### src/logic/pdo_mapper_cfg.svh
// Constants for the cyclic process-data mapper
// Behaviour
// In sync mode, received data is held and applied only at the next sync event.
// Master sends data early enough that it arrives before the sync event.
// Command 0x13 enables one output pulse per sync event.
// Command 0x14 disables the sync diagnostic pulse.
// One receive and one transmit object, five or eight 32-bit slots.
// Transmit carries register values out; receive writes values into mapped registers.
// Mapping is set by slots 16-31 and applies only after save and power cycle; the code takes the mapping writes on map_sub_i 0-15 instead.
// Module register number is 65536 times its subindex; command is subindex 15.
// Module register entries must follow all motor register entries.
// A zero slot ends the list; later slots are ignored.
// Servo default transmit map: 2, 10, 12, 169, 35.
// Servo default receive map: 2, 3, 5, 7.
// Stepper default transmit map: 2, 10, 12, 35, 36.
// Stepper default receive map: 2, 3, 5, 6.
// Servo master must not cyclically write registers 35, 36, 211.
// Stepper master must not cyclically write registers 24, 35, 36.
// Master sign-extends 16-bit quantities on the low-power servo.
// Sync mode change needs master reconfiguration and restart.
// Sync periods of 1 ms and 2 ms; update aligned to sync event.
// Diagnostic pulse is one fixed-width high pulse, low at reset and when disabled.
`ifndef PDO_MAPPER_CFG_SVH
`define PDO_MAPPER_CFG_SVH
// ==========================================================
// Sizes
`define SLOTS          8
`define SLOTS_SHORT    5
`define SLOT_W         3
`define MOD_REGS       16
`define MAP_BASE_SUB   16
// ==========================================================
// Encodings
`define MOD_UNIT       32'h0001_0000
`define CMD_SUB        4'hF
`define CMD_SYNC_ON    8'h13
`define CMD_SYNC_OFF   8'h14
`define R_MODE         16'h0002
`define R_POS_TGT      16'h0003
`define R_VEL_LIM      16'h0005
`define R_ACC_REQ      16'h0006
`define R_TRQ_LIM      16'h0007
`define R_POS_ACT      16'h000A
`define R_VEL_ACT      16'h000C
`define R_STATUS       16'h0023
`define R_WARN         16'h0024
`define R_TRQ_ACT      16'h00A9
// ==========================================================
// Timing at 50 MHz
`define CLK_MHZ        50
`define PULSE_US       10
`define PULSE_CYC      (`PULSE_US * `CLK_MHZ)
`define PULSE_CW       10
`endif

### src/logic/pdo_mapper_pkg.sv
// Types for the cyclic process-data mapper
package pdo_mapper_pkg;
   typedef struct packed
   {
      logic        valid;
      logic [2:0]  slot;
      logic [31:0] data;
   } slot_word_type;
   typedef struct packed
   {
      logic        valid;
      logic [31:0] number;
      logic [31:0] data;
   } reg_access_type;
   typedef enum logic [1:0] {ST_IDLE, ST_HOLD} rx_state_type;
endpackage

### src/logic/pdo_mapper.sv
// Cyclic process-data mapper top module
`timescale 1ns/1ns
`include "pdo_mapper_cfg.svh"
module pdo_mapper
(
   // Clock and reset
   input  wire logic                           clk_i,
   input  wire logic                           resetn_i,
   // Configuration
   input  wire logic                           stepper_i,
   input  wire logic                           eight_slots_i,
   input  wire logic                           sync_mode_i,
   input  wire logic                           sync0_i,
   // Mapping storage and service port
   input  wire logic                           map_wr_i,
   input  wire logic [4:0]                     map_sub_i,
   input  wire logic [31:0]                    map_data_i,
   input  wire logic                           save_i,
   // Receive object from master
   input  wire pdo_mapper_pkg::slot_word_type  rx_word_i,
   input  wire logic                           rx_frame_end_i,
   // Transmit request and motor read data
   input  wire logic                           tx_start_i,
   input  wire logic [31:0]                    motor_rdata_i,
   // Software register port
   input  wire logic [3:0]                     addr_i,
   input  wire logic [31:0]                    wdata_i,
   input  wire logic                           wr_i,
   input  wire logic                           rd_i,
   // Outputs
   output logic [31:0]                         rdata_o,
   output pdo_mapper_pkg::reg_access_type      motor_wr_o,
   output logic [15:0]                         motor_raddr_o,
   output pdo_mapper_pkg::slot_word_type       tx_word_o,
   output logic                                general_output_one_o
);
   import pdo_mapper_pkg::*;

   // ==========================================================
   // Reset synchroniser
   logic rst_meta_reg;
   logic rst_sync_reg;
   always_ff @(posedge clk_i or negedge resetn_i)
   begin
      if (!resetn_i)
      begin
         rst_meta_reg <= 1'b0;
         rst_sync_reg <= 1'b0;
      end
      else
      begin
         rst_meta_reg <= 1'b1;
         rst_sync_reg <= rst_meta_reg;
      end
   end
   wire logic rst_n = rst_sync_reg;

   // ==========================================================
   // Mapping: staged copy, saved copy, active copy from power-up
   logic [31:0] stage_tx_reg [`SLOTS];
   logic [31:0] stage_rx_reg [`SLOTS];
   logic [31:0] saved_tx_reg [`SLOTS];
   logic [31:0] saved_rx_reg [`SLOTS];
   logic [31:0] act_tx_reg [`SLOTS];
   logic [31:0] act_rx_reg [`SLOTS];
   logic        user_map_reg;
   logic        saved_user_reg;
   logic        loaded_reg;
   // Flag of the nonvolatile model; the load reads it directly because its registered
   // copy only becomes valid in the same cycle as the load
   logic        saved_valid_reg = 1'b0;

   function automatic logic [31:0] dflt(input logic tx, input logic stp, input int s);
      logic [15:0] r;
      r = 16'h0000;
      case (s)
         0: r = `R_MODE;
         1: r = tx ? `R_POS_ACT : `R_POS_TGT;
         2: r = tx ? `R_VEL_ACT : `R_VEL_LIM;
         3: r = tx ? (stp ? `R_STATUS : `R_TRQ_ACT)
                   : (stp ? `R_ACC_REQ : `R_TRQ_LIM);
         4: r = tx ? (stp ? `R_WARN : `R_STATUS) : 16'h0000;
         default: r = 16'h0000;
      endcase
      return {16'h0000, r};
   endfunction

   // Mapping only changes at load after reset; a save without reset has no effect
   genvar g;
   generate
      for (g = 0; g < `SLOTS; g++)
      begin : map_g
         always_ff @(posedge clk_i or negedge rst_n)
         begin
            if (!rst_n)
            begin
               stage_tx_reg[g] <= 32'h0;
               stage_rx_reg[g] <= 32'h0;
               act_tx_reg[g]   <= 32'h0;
               act_rx_reg[g]   <= 32'h0;
            end
            else
            begin
               if (map_wr_i && map_sub_i == 5'(`MAP_BASE_SUB - 16 + g))
                  stage_rx_reg[g] <= map_data_i;
               if (map_wr_i && map_sub_i == 5'(`MAP_BASE_SUB - 16 + `SLOTS + g))
                  stage_tx_reg[g] <= map_data_i;
               if (!loaded_reg)
               begin
                  act_tx_reg[g] <= saved_valid_reg ? saved_tx_reg[g] : dflt(1'b1, stepper_i, g);
                  act_rx_reg[g] <= saved_valid_reg ? saved_rx_reg[g] : dflt(1'b0, stepper_i, g);
               end
            end
         end
         // Saved copy models nonvolatile storage, so it is not cleared by reset
         always_ff @(posedge clk_i)
         begin
            if (save_i && user_map_reg)
            begin
               saved_tx_reg[g] <= stage_tx_reg[g];
               saved_rx_reg[g] <= stage_rx_reg[g];
            end
         end
      end
   endgenerate

   always_ff @(posedge clk_i)
   begin
      if (save_i && user_map_reg)
         saved_valid_reg <= 1'b1;
   end
   always_ff @(posedge clk_i or negedge rst_n)
   begin
      if (!rst_n)
      begin
         user_map_reg   <= 1'b0;
         saved_user_reg <= 1'b0;
         loaded_reg     <= 1'b0;
      end
      else
      begin
         if (map_wr_i)
            user_map_reg <= 1'b1;
         if (!loaded_reg)
            saved_user_reg <= saved_valid_reg;
         loaded_reg <= 1'b1;
      end
   end

   wire logic [`SLOT_W:0] slot_lim = eight_slots_i ? 4'(`SLOTS) : 4'(`SLOTS_SHORT);

   // ==========================================================
   // Receive path: buffer words, then apply at frame end, or at sync in sync mode
   logic [31:0]  rx_buf_reg [`SLOTS];
   logic [`SLOTS-1:0] rx_got_reg;
   logic [`SLOTS-1:0] rx_got_next;
   rx_state_type rx_state_reg;
   rx_state_type rx_state_next;
   logic         apply_reg;
   logic         apply_next;
   logic [`SLOT_W:0] ap_idx_reg;
   logic [`SLOT_W:0] ap_idx_next;
   logic         sync_d_reg;
   wire logic    sync_rise = sync0_i && !sync_d_reg;
   logic [31:0] mod_reg [`MOD_REGS];
   logic [31:0] wnum;
   reg_access_type motor_wr_next;

   always_ff @(posedge clk_i)
   begin
      if (rx_word_i.valid)
         rx_buf_reg[rx_word_i.slot] <= rx_word_i.data;
   end

   always_comb
   begin
      rx_state_next = rx_state_reg;
      rx_got_next   = rx_got_reg;
      apply_next    = apply_reg;
      ap_idx_next   = ap_idx_reg;
      motor_wr_next = '0;
      wnum          = act_rx_reg[ap_idx_reg[`SLOT_W-1:0]];
      case (rx_state_reg)
         ST_IDLE:
            if (rx_frame_end_i)
            begin
               if (sync_mode_i)
                  rx_state_next = ST_HOLD;
               else
               begin
                  apply_next  = 1'b1;
                  ap_idx_next = '0;
               end
            end
         ST_HOLD:
            if (sync_rise)
            begin
               rx_state_next = ST_IDLE;
               apply_next    = 1'b1;
               ap_idx_next   = '0;
            end
         default: rx_state_next = ST_IDLE;
      endcase
      if (apply_reg)
      begin
         if (ap_idx_reg >= slot_lim || wnum == 32'h0)
         begin
            apply_next  = 1'b0;
            rx_got_next = '0;
         end
         else
         begin
            ap_idx_next = ap_idx_reg + 4'h1;
            if (rx_got_reg[ap_idx_reg[`SLOT_W-1:0]] && wnum[31:16] == 16'h0)
            begin
               motor_wr_next.valid  = 1'b1;
               motor_wr_next.number = wnum;
               motor_wr_next.data   = rx_buf_reg[ap_idx_reg[`SLOT_W-1:0]];
            end
         end
      end
      // A word arriving as the apply ends must not be lost, so the set wins
      if (rx_word_i.valid)
         rx_got_next[rx_word_i.slot] = 1'b1;
   end

   wire logic [3:0] msub = wnum[19:16];
   wire logic mod_wr = apply_reg && ap_idx_reg < slot_lim && wnum != 32'h0
                       && wnum[31:16] != 16'h0 && rx_got_reg[ap_idx_reg[`SLOT_W-1:0]];
   wire logic [31:0] mod_wdata = rx_buf_reg[ap_idx_reg[`SLOT_W-1:0]];

   always_ff @(posedge clk_i or negedge rst_n)
   begin
      if (!rst_n)
      begin
         rx_state_reg <= ST_IDLE;
         rx_got_reg   <= '0;
         apply_reg    <= 1'b0;
         ap_idx_reg   <= '0;
         motor_wr_o   <= '0;
         sync_d_reg   <= 1'b0;
      end
      else
      begin
         rx_state_reg <= rx_state_next;
         rx_got_reg   <= rx_got_next;
         apply_reg    <= apply_next;
         ap_idx_reg   <= ap_idx_next;
         motor_wr_o   <= motor_wr_next;
         sync_d_reg   <= sync0_i;
      end
   end

   // ==========================================================
   // Module registers; subindex = number / 65536
   logic sync_diag_reg;
   logic sync_diag_next;
   always_comb
   begin
      sync_diag_next = sync_diag_reg;
      if (mod_wr && msub == `CMD_SUB)
      begin
         if (mod_wdata[7:0] == `CMD_SYNC_ON)
            sync_diag_next = 1'b1;
         else if (mod_wdata[7:0] == `CMD_SYNC_OFF)
            sync_diag_next = 1'b0;
      end
      if (wr_i && addr_i == `CMD_SUB)
      begin
         if (wdata_i[7:0] == `CMD_SYNC_ON)
            sync_diag_next = 1'b1;
         else if (wdata_i[7:0] == `CMD_SYNC_OFF)
            sync_diag_next = 1'b0;
      end
   end
   generate
      for (g = 0; g < `MOD_REGS; g++)
      begin : mod_g
         always_ff @(posedge clk_i or negedge rst_n)
         begin
            if (!rst_n)
               mod_reg[g] <= 32'h0;
            else if (wr_i && addr_i == 4'(g))
               mod_reg[g] <= wdata_i;
            else if (mod_wr && msub == 4'(g))
               mod_reg[g] <= mod_wdata;
         end
      end
   endgenerate

   // ==========================================================
   // Diagnostic pulse
   logic [`PULSE_CW-1:0] pcnt_reg;
   logic [`PULSE_CW-1:0] pcnt_next;
   always_comb
   begin
      pcnt_next = pcnt_reg;
      if (!sync_diag_reg)
         pcnt_next = '0;
      else if (sync_rise)
         pcnt_next = `PULSE_CW'(`PULSE_CYC);
      else if (pcnt_reg != '0)
         pcnt_next = pcnt_reg - `PULSE_CW'(1);
   end
   always_ff @(posedge clk_i or negedge rst_n)
   begin
      if (!rst_n)
      begin
         sync_diag_reg        <= 1'b0;
         pcnt_reg             <= '0;
         general_output_one_o <= 1'b0;
      end
      else
      begin
         sync_diag_reg        <= sync_diag_next;
         pcnt_reg             <= pcnt_next;
         general_output_one_o <= sync_diag_next && pcnt_next != '0;
      end
   end

   // ==========================================================
   // Transmit path: one slot per two cycles (address, then data)
   logic             tx_run_reg;
   logic             tx_run_next;
   logic             tx_ph_reg;
   logic             tx_ph_next;
   logic [`SLOT_W:0] tx_idx_reg;
   logic [`SLOT_W:0] tx_idx_next;
   slot_word_type    tx_word_next;
   logic [15:0]      raddr_next;
   logic [31:0]      tnum;
   always_comb
   begin
      tx_run_next  = tx_run_reg;
      tx_ph_next   = tx_ph_reg;
      tx_idx_next  = tx_idx_reg;
      tx_word_next = '0;
      raddr_next   = motor_raddr_o;
      tnum         = act_tx_reg[tx_idx_reg[`SLOT_W-1:0]];
      if (!tx_run_reg)
      begin
         if (tx_start_i)
         begin
            tx_run_next = 1'b1;
            tx_ph_next  = 1'b0;
            tx_idx_next = '0;
         end
      end
      else if (tx_idx_reg >= slot_lim || tnum == 32'h0)
         tx_run_next = 1'b0;
      else if (!tx_ph_reg)
      begin
         raddr_next = tnum[15:0];
         tx_ph_next = 1'b1;
      end
      else
      begin
         tx_word_next.valid = 1'b1;
         tx_word_next.slot  = tx_idx_reg[`SLOT_W-1:0];
         tx_word_next.data  = (tnum[31:16] != 16'h0) ? mod_reg[tnum[19:16]] : motor_rdata_i;
         tx_ph_next         = 1'b0;
         tx_idx_next        = tx_idx_reg + 4'h1;
      end
   end
   always_ff @(posedge clk_i or negedge rst_n)
   begin
      if (!rst_n)
      begin
         tx_run_reg    <= 1'b0;
         tx_ph_reg     <= 1'b0;
         tx_idx_reg    <= '0;
         tx_word_o     <= '0;
         motor_raddr_o <= 16'h0;
         rdata_o       <= 32'h0;
      end
      else
      begin
         tx_run_reg    <= tx_run_next;
         tx_ph_reg     <= tx_ph_next;
         tx_idx_reg    <= tx_idx_next;
         tx_word_o     <= tx_word_next;
         motor_raddr_o <= raddr_next;
         rdata_o       <= rd_i ? ((addr_i == `CMD_SUB) ? {31'h0, sync_diag_reg}
                                                      : mod_reg[addr_i]) : 32'h0;
      end
   end
endmodule

### config.mk
export PLATFORM = sky130hd
export DESIGN_NAME = pdo_mapper
export DESIGN_NICKNAME = d
export VERILOG_FILES = /design/src/logic/pdo_mapper_pkg.sv /design/src/logic/pdo_mapper.sv
export VERILOG_INCLUDE_DIRS = /design/src /design/src/logic
export SDC_FILE = /design/constraint.sdc
export NUM_CORES = 2
export LEC_CHECK = 0
export BUFFER_PORTS_ARGS = -buffer_cell sky130_fd_sc_hd__buf_2
export CORE_AREA = 2 2 486 488
export DETAILED_ROUTE_END_ITERATION = 6
export DIE_AREA = 0 0 488 490
export PLACE_DENSITY = 0.65
export SKIP_LAST_GASP = 1
export SYNTH_ARGS = -nofsm -noshare
export SYNTH_HDL_FRONTEND = slang
export SYNTH_SLANG_ARGS = --single-unit
### constraint.sdc
create_clock -name clk_i -period 53.2 [get_ports clk_i]
set_clock_uncertainty 0.1 [all_clocks]
set_input_delay 10.64 -clock clk_i [delete_from_list [all_inputs] [get_ports clk_i]]
set_output_delay 10.64 -clock clk_i [all_outputs]
set_load 0.05 [all_outputs]
Yosys cells after proc, flatten, opt, wreduce, memory -nomap -nowiden --
Memory sizes are Yosys's and may differ from the RTL's. A register that Yosys moved wholly into a read port is not among the register bits. Cells that the tools add are included.
Word-level totals: output and inout bits 150, word-level logic and storage cells 359, bits of input ports 153, memories 3, RAM bits 768, register bits 1211
Cells by class: reduce and logical (&&, ||, !) cells 125, order comparisons 10, add/subtract/negate cells 3, eq/ne operators 55, bitwise gates (word level) 7, multiplexer cells 101
Memory list:
- rx_buf_reg | depth 8, width 32, read ports 1, clocked after memory_dff 0, write ports 1, RTL line pdo_mapper.sv:154 | logic [31:0] rx_buf_reg [`SLOTS];
- saved_rx_reg | depth 8, width 32, read ports 8, clocked after memory_dff 8, write ports 8, RTL line pdo_mapper.sv:63 | logic [31:0] saved_rx_reg [`SLOTS];
- saved_tx_reg | depth 8, width 32, read ports 8, clocked after memory_dff 8, write ports 8, RTL line pdo_mapper.sv:62 | logic [31:0] saved_tx_reg [`SLOTS];
Operator list (number):
- $mux 32 | 43
- $bmux 32 s4 | 2
- $mux 65 | 3
- $bmux 32 s3 | 2
- $mux 36 | 3
- $eq 4x4->1 const B | 16
- $logic_not 32->1 | 2
- $logic_and 1x1->1 | 57
- $eq 5x4->1 const B | 8
- $mux 4 | 10
- $reduce_bool 2->1 | 17
- $logic_not 1->1 | 33
- $eq 4x3->1 const B | 8
- $eq 8x5->1 const B | 4
- $reduce_bool 16->1 | 2
- $reduce_bool 32->1 | 1
- $mux 10 | 3
- $mux 1 | 24
- $mux 8 | 3
- $eq 5x3->1 const B | 4
- $reduce_bool 10->1 | 2
- $eq 4x2->1 const B | 4
- $logic_not 16->1 | 1
- $eq 5x2->1 const B | 2
- other kinds (29) | 47

Depth between registers and ports, before layout --
depth after elaboration 14, gate-level depth with buffers 16, gate-level depth less buffers 10

Worst setup path before layout --
OpenSTA, ideal clock, no wires.
kind input to register, start point input save_i, end point memory saved_rx_reg[0][0], enable pin, slack 30.107 ns, stages 1, path buffers 0, library setup time 0.944 ns, data arrival time 22.050 ns, data required time 52.156 ns, cell sequence and2_1
RTL lines:
- start: declaration | RTL line pdo_mapper.sv:18 | input wire logic save_i,
- end: declaration | RTL line pdo_mapper.sv:63

Worst setup path in the final report --
start point input eight_slots_i, end point register general_output_one_o
Between the ends: cells in the longest elaborated chain, start to end 12
RTL lines:
- start: declaration | RTL line pdo_mapper.sv:11 | input wire logic eight_slots_i,
- $mux 4 (*) | RTL line pdo_mapper.sv:150 | wire logic [`SLOT_W:0] slot_lim = eight_slots_i ? 4'(`SLOTS) : 4'(`SLOTS_SHORT);
- $lt 4x4->1 (*) | RTL line pdo_mapper.sv:228 | wire logic mod_wr = apply_reg && ap_idx_reg < slot_lim && wnum != 32'h0
- $logic_and 1x1->1 (*) (2 in series) | RTL line pdo_mapper.sv:228
- $logic_and 1x1->1 (*) | RTL line pdo_mapper.sv:229 | && wnum[31:16] != 16'h0 && rx_got_reg[ap_idx_reg[`SLOT_W-1:0]];
- $logic_and 1x1->1 (*) | RTL line pdo_mapper.sv:228
- $logic_and 1x1->1 (*)
- $mux 1 (*) | RTL line pdo_mapper.sv:261 | if (mod_wr && msub == `CMD_SUB)
- $mux 1 | RTL line pdo_mapper.sv:272 | else if (wdata_i[7:0] == `CMD_SYNC_OFF)
- $mux 1 | RTL line pdo_mapper.sv:270 | if (wdata_i[7:0] == `CMD_SYNC_ON)
- $mux 1 (*) | RTL line pdo_mapper.sv:268 | if (wr_i && addr_i == `CMD_SUB)
- $logic_and 1x1->1 (*) | RTL line pdo_mapper.sv:317 | general_output_one_o <= sync_diag_next && pcnt_next != '0;
- end signal: assignment | RTL line pdo_mapper.sv:311 | general_output_one_o <= 1'b0;
- end signal: assignment | RTL line pdo_mapper.sv:317
- end: declaration | RTL line pdo_mapper.sv:35 | output logic general_output_one_o
Mark *: on every way between the ends. The rest lies on a longest branch, timed or not. A chain may end at the register's enable or synchronous reset.

==> run summary <==
Distinct cell type count after synthesis: 74
H-tree depth: 5
# Max-Cap Violations: 0
Fmax: 70.1 MHz
GR Util All Layers: 0.238
Core area: 0.234 mm^2
Fillers: 19610
Commonest non-fill, non-tap cells in the layout: 1715 x dfrtp_1, 1085 x nand2_1, 1042 x mux2_2
Setup slack, reg-to-reg: 47210 ps
Worst path depth: 11
Max Slew Vio Count: 0
Die height: 490 um
Tightest Pin Transition: 1170 ps
CTS Root Cell: clkbuf_16
Commonest non-fill, non-tap cell in the layout: dfrtp_1
Endpoints failing setup: 0
Initial antenna violation count: 44
R2r startpoint: tx_idx_reg[0]$_DFFE_PN0P_
Clk Latency, worst-skew pair: 940 ps
Bufs and invs on worst path: 2
Via/cell ratio: 5.79
Worst slew margin: 0.215
CP startpoint kind: input port
PortBufs: 301
Data required, critical path: 53790 ps
Clock slew at reported path FFs: 60 ps
Minimum clock period: 14260 ps
Initial Utilization: 0.448
Setup WS pre-CTS: 38060 ps
Layout area overhead: 12.6%
Detail Route Antenna Nets: 0
GPL Wtd Cong: 0.857
#FFs+latches synth: 2490
Avg Inst Size Synth: 13.3 um^2
Mapped Area: 0.105 mm^2
DRC viols: 0
Status: complete, no violations
Crit. End Element: flip-flop
RSZ-0062 raised after global routing: false
Period Utilization, post-route: 0.268
Post-CTS Setup Inserts: 0
CTS tree: done
Worst EP arrival: 14860 ps
Pwr/cell area: 53.4 mW/mm^2
Crit-path leading delay family: simple AND/OR/NAND/NOR gates
Hold Fails Final Rpt: 0
Critical path's largest stage delay: 1040 ps
Die ar.: 0.239 mm^2
Setup TNS: 0 ps
Synth async-reset ratio: 0.692
Final net count: 8149
Std cell rows: 178
Worst setup slack after layout: 38940 ps
CP cell instances: buf_2 -> inv_1 -> ha_1 -> a21oi_1 -> o21ai_0 -> nor4b_2 -> nand3_4 -> o41ai_1 -> o2bb2a_1 -> a31oi_1 -> nor3_2
Post-layout util: 0.505
Leak Pwr: 49.2 nW
Peak supply drop: 0.0847 mV
Post-synth EDFFs: 768
Vias in the first global route: 66084
Crit-path max FO: 66
Top Ports: 303
Worst R2R Path Depth: 11
Die width: 488 um
Post-DP HPWL: 167000 um
CTS Hold Buffers Added: 0
Drt first pass iters: 6
Vias: 65783
Layout cell share with drive strength beyond 1: 0.274
Post-Route WL: 287000 um
1st-iter DRT viols: 6828
Post-Layout Inst Area: 0.118 mm^2
Seq/Total Area, Yosys: 0.631
Hold Crit Class: flip-flop to asynchronous set/reset pin
Largest net degree at the start of global routing: 172
Post-CTS Resized: 0
Count of warnings emitted by yosys: 0
Clock Path Buffers: 4
Worst path slowest cell: nand3_4
First-pass GRT wire length: 427000 um
Cell Area, Placed: 0.109 mm^2
Predominant post-synthesis flop cell: dfrtp_1
Syn Inst Count: 7901
# clock sinks: 2490
DR WL/cell: 25.3 um
Critical setup path kind: input port to flip-flop
Remaining Overflow, GRT: 0
CTS Buf Count: 283
Worst r2r dst: tx_word_o[3]$_DFF_PN0_
Largest register FFs: 512
==> how the worst max path moves through the flow <==
stage               startpoint  slack (ps)                             end
3_3_place_gp     eight_slots_i       38080  general_output_one_o$_DFF_PN0_
3_5_place_dp     eight_slots_i       38060  general_output_one_o$_DFF_PN0_
4_1_cts          eight_slots_i       39000  general_output_one_o$_DFF_PN0_
5_1_grt          eight_slots_i       38710  general_output_one_o$_DFF_PN0_
6_report         eight_slots_i       38940  general_output_one_o$_DFF_PN0_
2_1_floorplan  rst_n$_DFF_PN0_        1540       act_rx_reg[0]$_DFFE_PN0N_
==> synthesized netlist by cell type, types with 7 or more instances <==
cell type | n | area [um^2]
edfxtp_1 | 768 | 23100
o32ai_1 | 32 | 280
nor2_1 | 345 | 1290
a311oi_1 | 68 | 596
mux2i_1 | 131 | 1310
mux4_2 | 291 | 6550
buf_6 | 7 | 78.8
a21oi_1 | 261 | 1310
inv_1 | 15 | 56.3
nand3_1 | 16 | 80.1
mux2_2 | 1042 | 11700
buf_1 | 67 | 251
ha_1 | 10 | 125
o21ai_0 | 705 | 3530
or4_1 | 7 | 52.6
nand4_1 | 19 | 119
or3_1 | 13 | 81.3
buf_4 | 10 | 75.1
a211oi_1 | 133 | 998
a21o_1 | 9 | 67.6
nor2b_1 | 44 | 275
clkbuf_1 | 504 | 1890
nor4_1 | 46 | 288
nand2_1 | 1106 | 4150
nand3b_1 | 7 | 52.6
a31oi_1 | 68 | 425
o21ai_1 | 14 | 70.1
nand2b_1 | 17 | 106
dfrtp_1 | 1722 | 43100
o22ai_1 | 36 | 225
and2_1 | 158 | 988
buf_2 | 48 | 240
nor3_1 | 83 | 415
mux4_1 | 8 | 210
==> routing by layer <==
| layer | part of all wire | GRT usage | vias up |
|---|---|---|---|
| li1 | - | - | 28763 |
| met4 | 0.058 | 0.124 | 18 |
| met5 | 0.00033 | 0 | - |
| met2 | 0.47 | 0.380 | 2654 |
| met1 | 0.39 | 0.309 | 33600 |
| met3 | 0.078 | 0.0475 | 748 |
==> stage by stage <==
| step | power (mW) | hold WS [ps] | cells |
|---|---|---|---|
| after global routing | 6.60 | 301 | 11345 |
| after CTS | 6.32 | 278 | 11335 |
| after global placement | 4.37 | 238 | 10851 |
| final | 6.30 | 268 | 11359 |
| after detailed placement | 4.44 | 238 | 10851 |
| after floorplan | 3.92 | 231 | 7917 |
==> worst register-to-register path, delay by kind of cell, from the launching register on <==
family          cells  cell delay [ps]
mux                 2              780
simple gates        4             1900
buf+inv             3             1570
flops               1              840
compound gates      2              540
==> layout make-up <==
type	instances	area [um^2]	share of cell area
antenna	24	60.1	0.000509
clock buffer	413	8150	0.0690
tap	3150	3940	0.0334
inverter	18	68.8	0.000583
timing repair buffer	426	2520	0.0214
multi-input combinational	4767	36500	0.309
sequential	2490	66200	0.560
clock inverter	71	676	0.00572
==> report_power, final <==
part	total (mW)	internal, mW	switching (mW)
sequential	2.69	2.41	0.277
clock	1.87	1.11	0.755
combinational	1.75	0.677	1.07
==> logic make-up after synthesis <==
logic type / synth area share
AND/OR/NAND/NOR: 0.0776
adder cells (fa/ha/maj): 0.00119
flip-flops: 0.631
buffers and inverters: 0.0256
AO/OA/AOI/OAI: 0.0747
multiplexers: 0.190
other: 0.0000716
XOR/XNOR: 0.000501
Power figures use the tool's default switching activity.
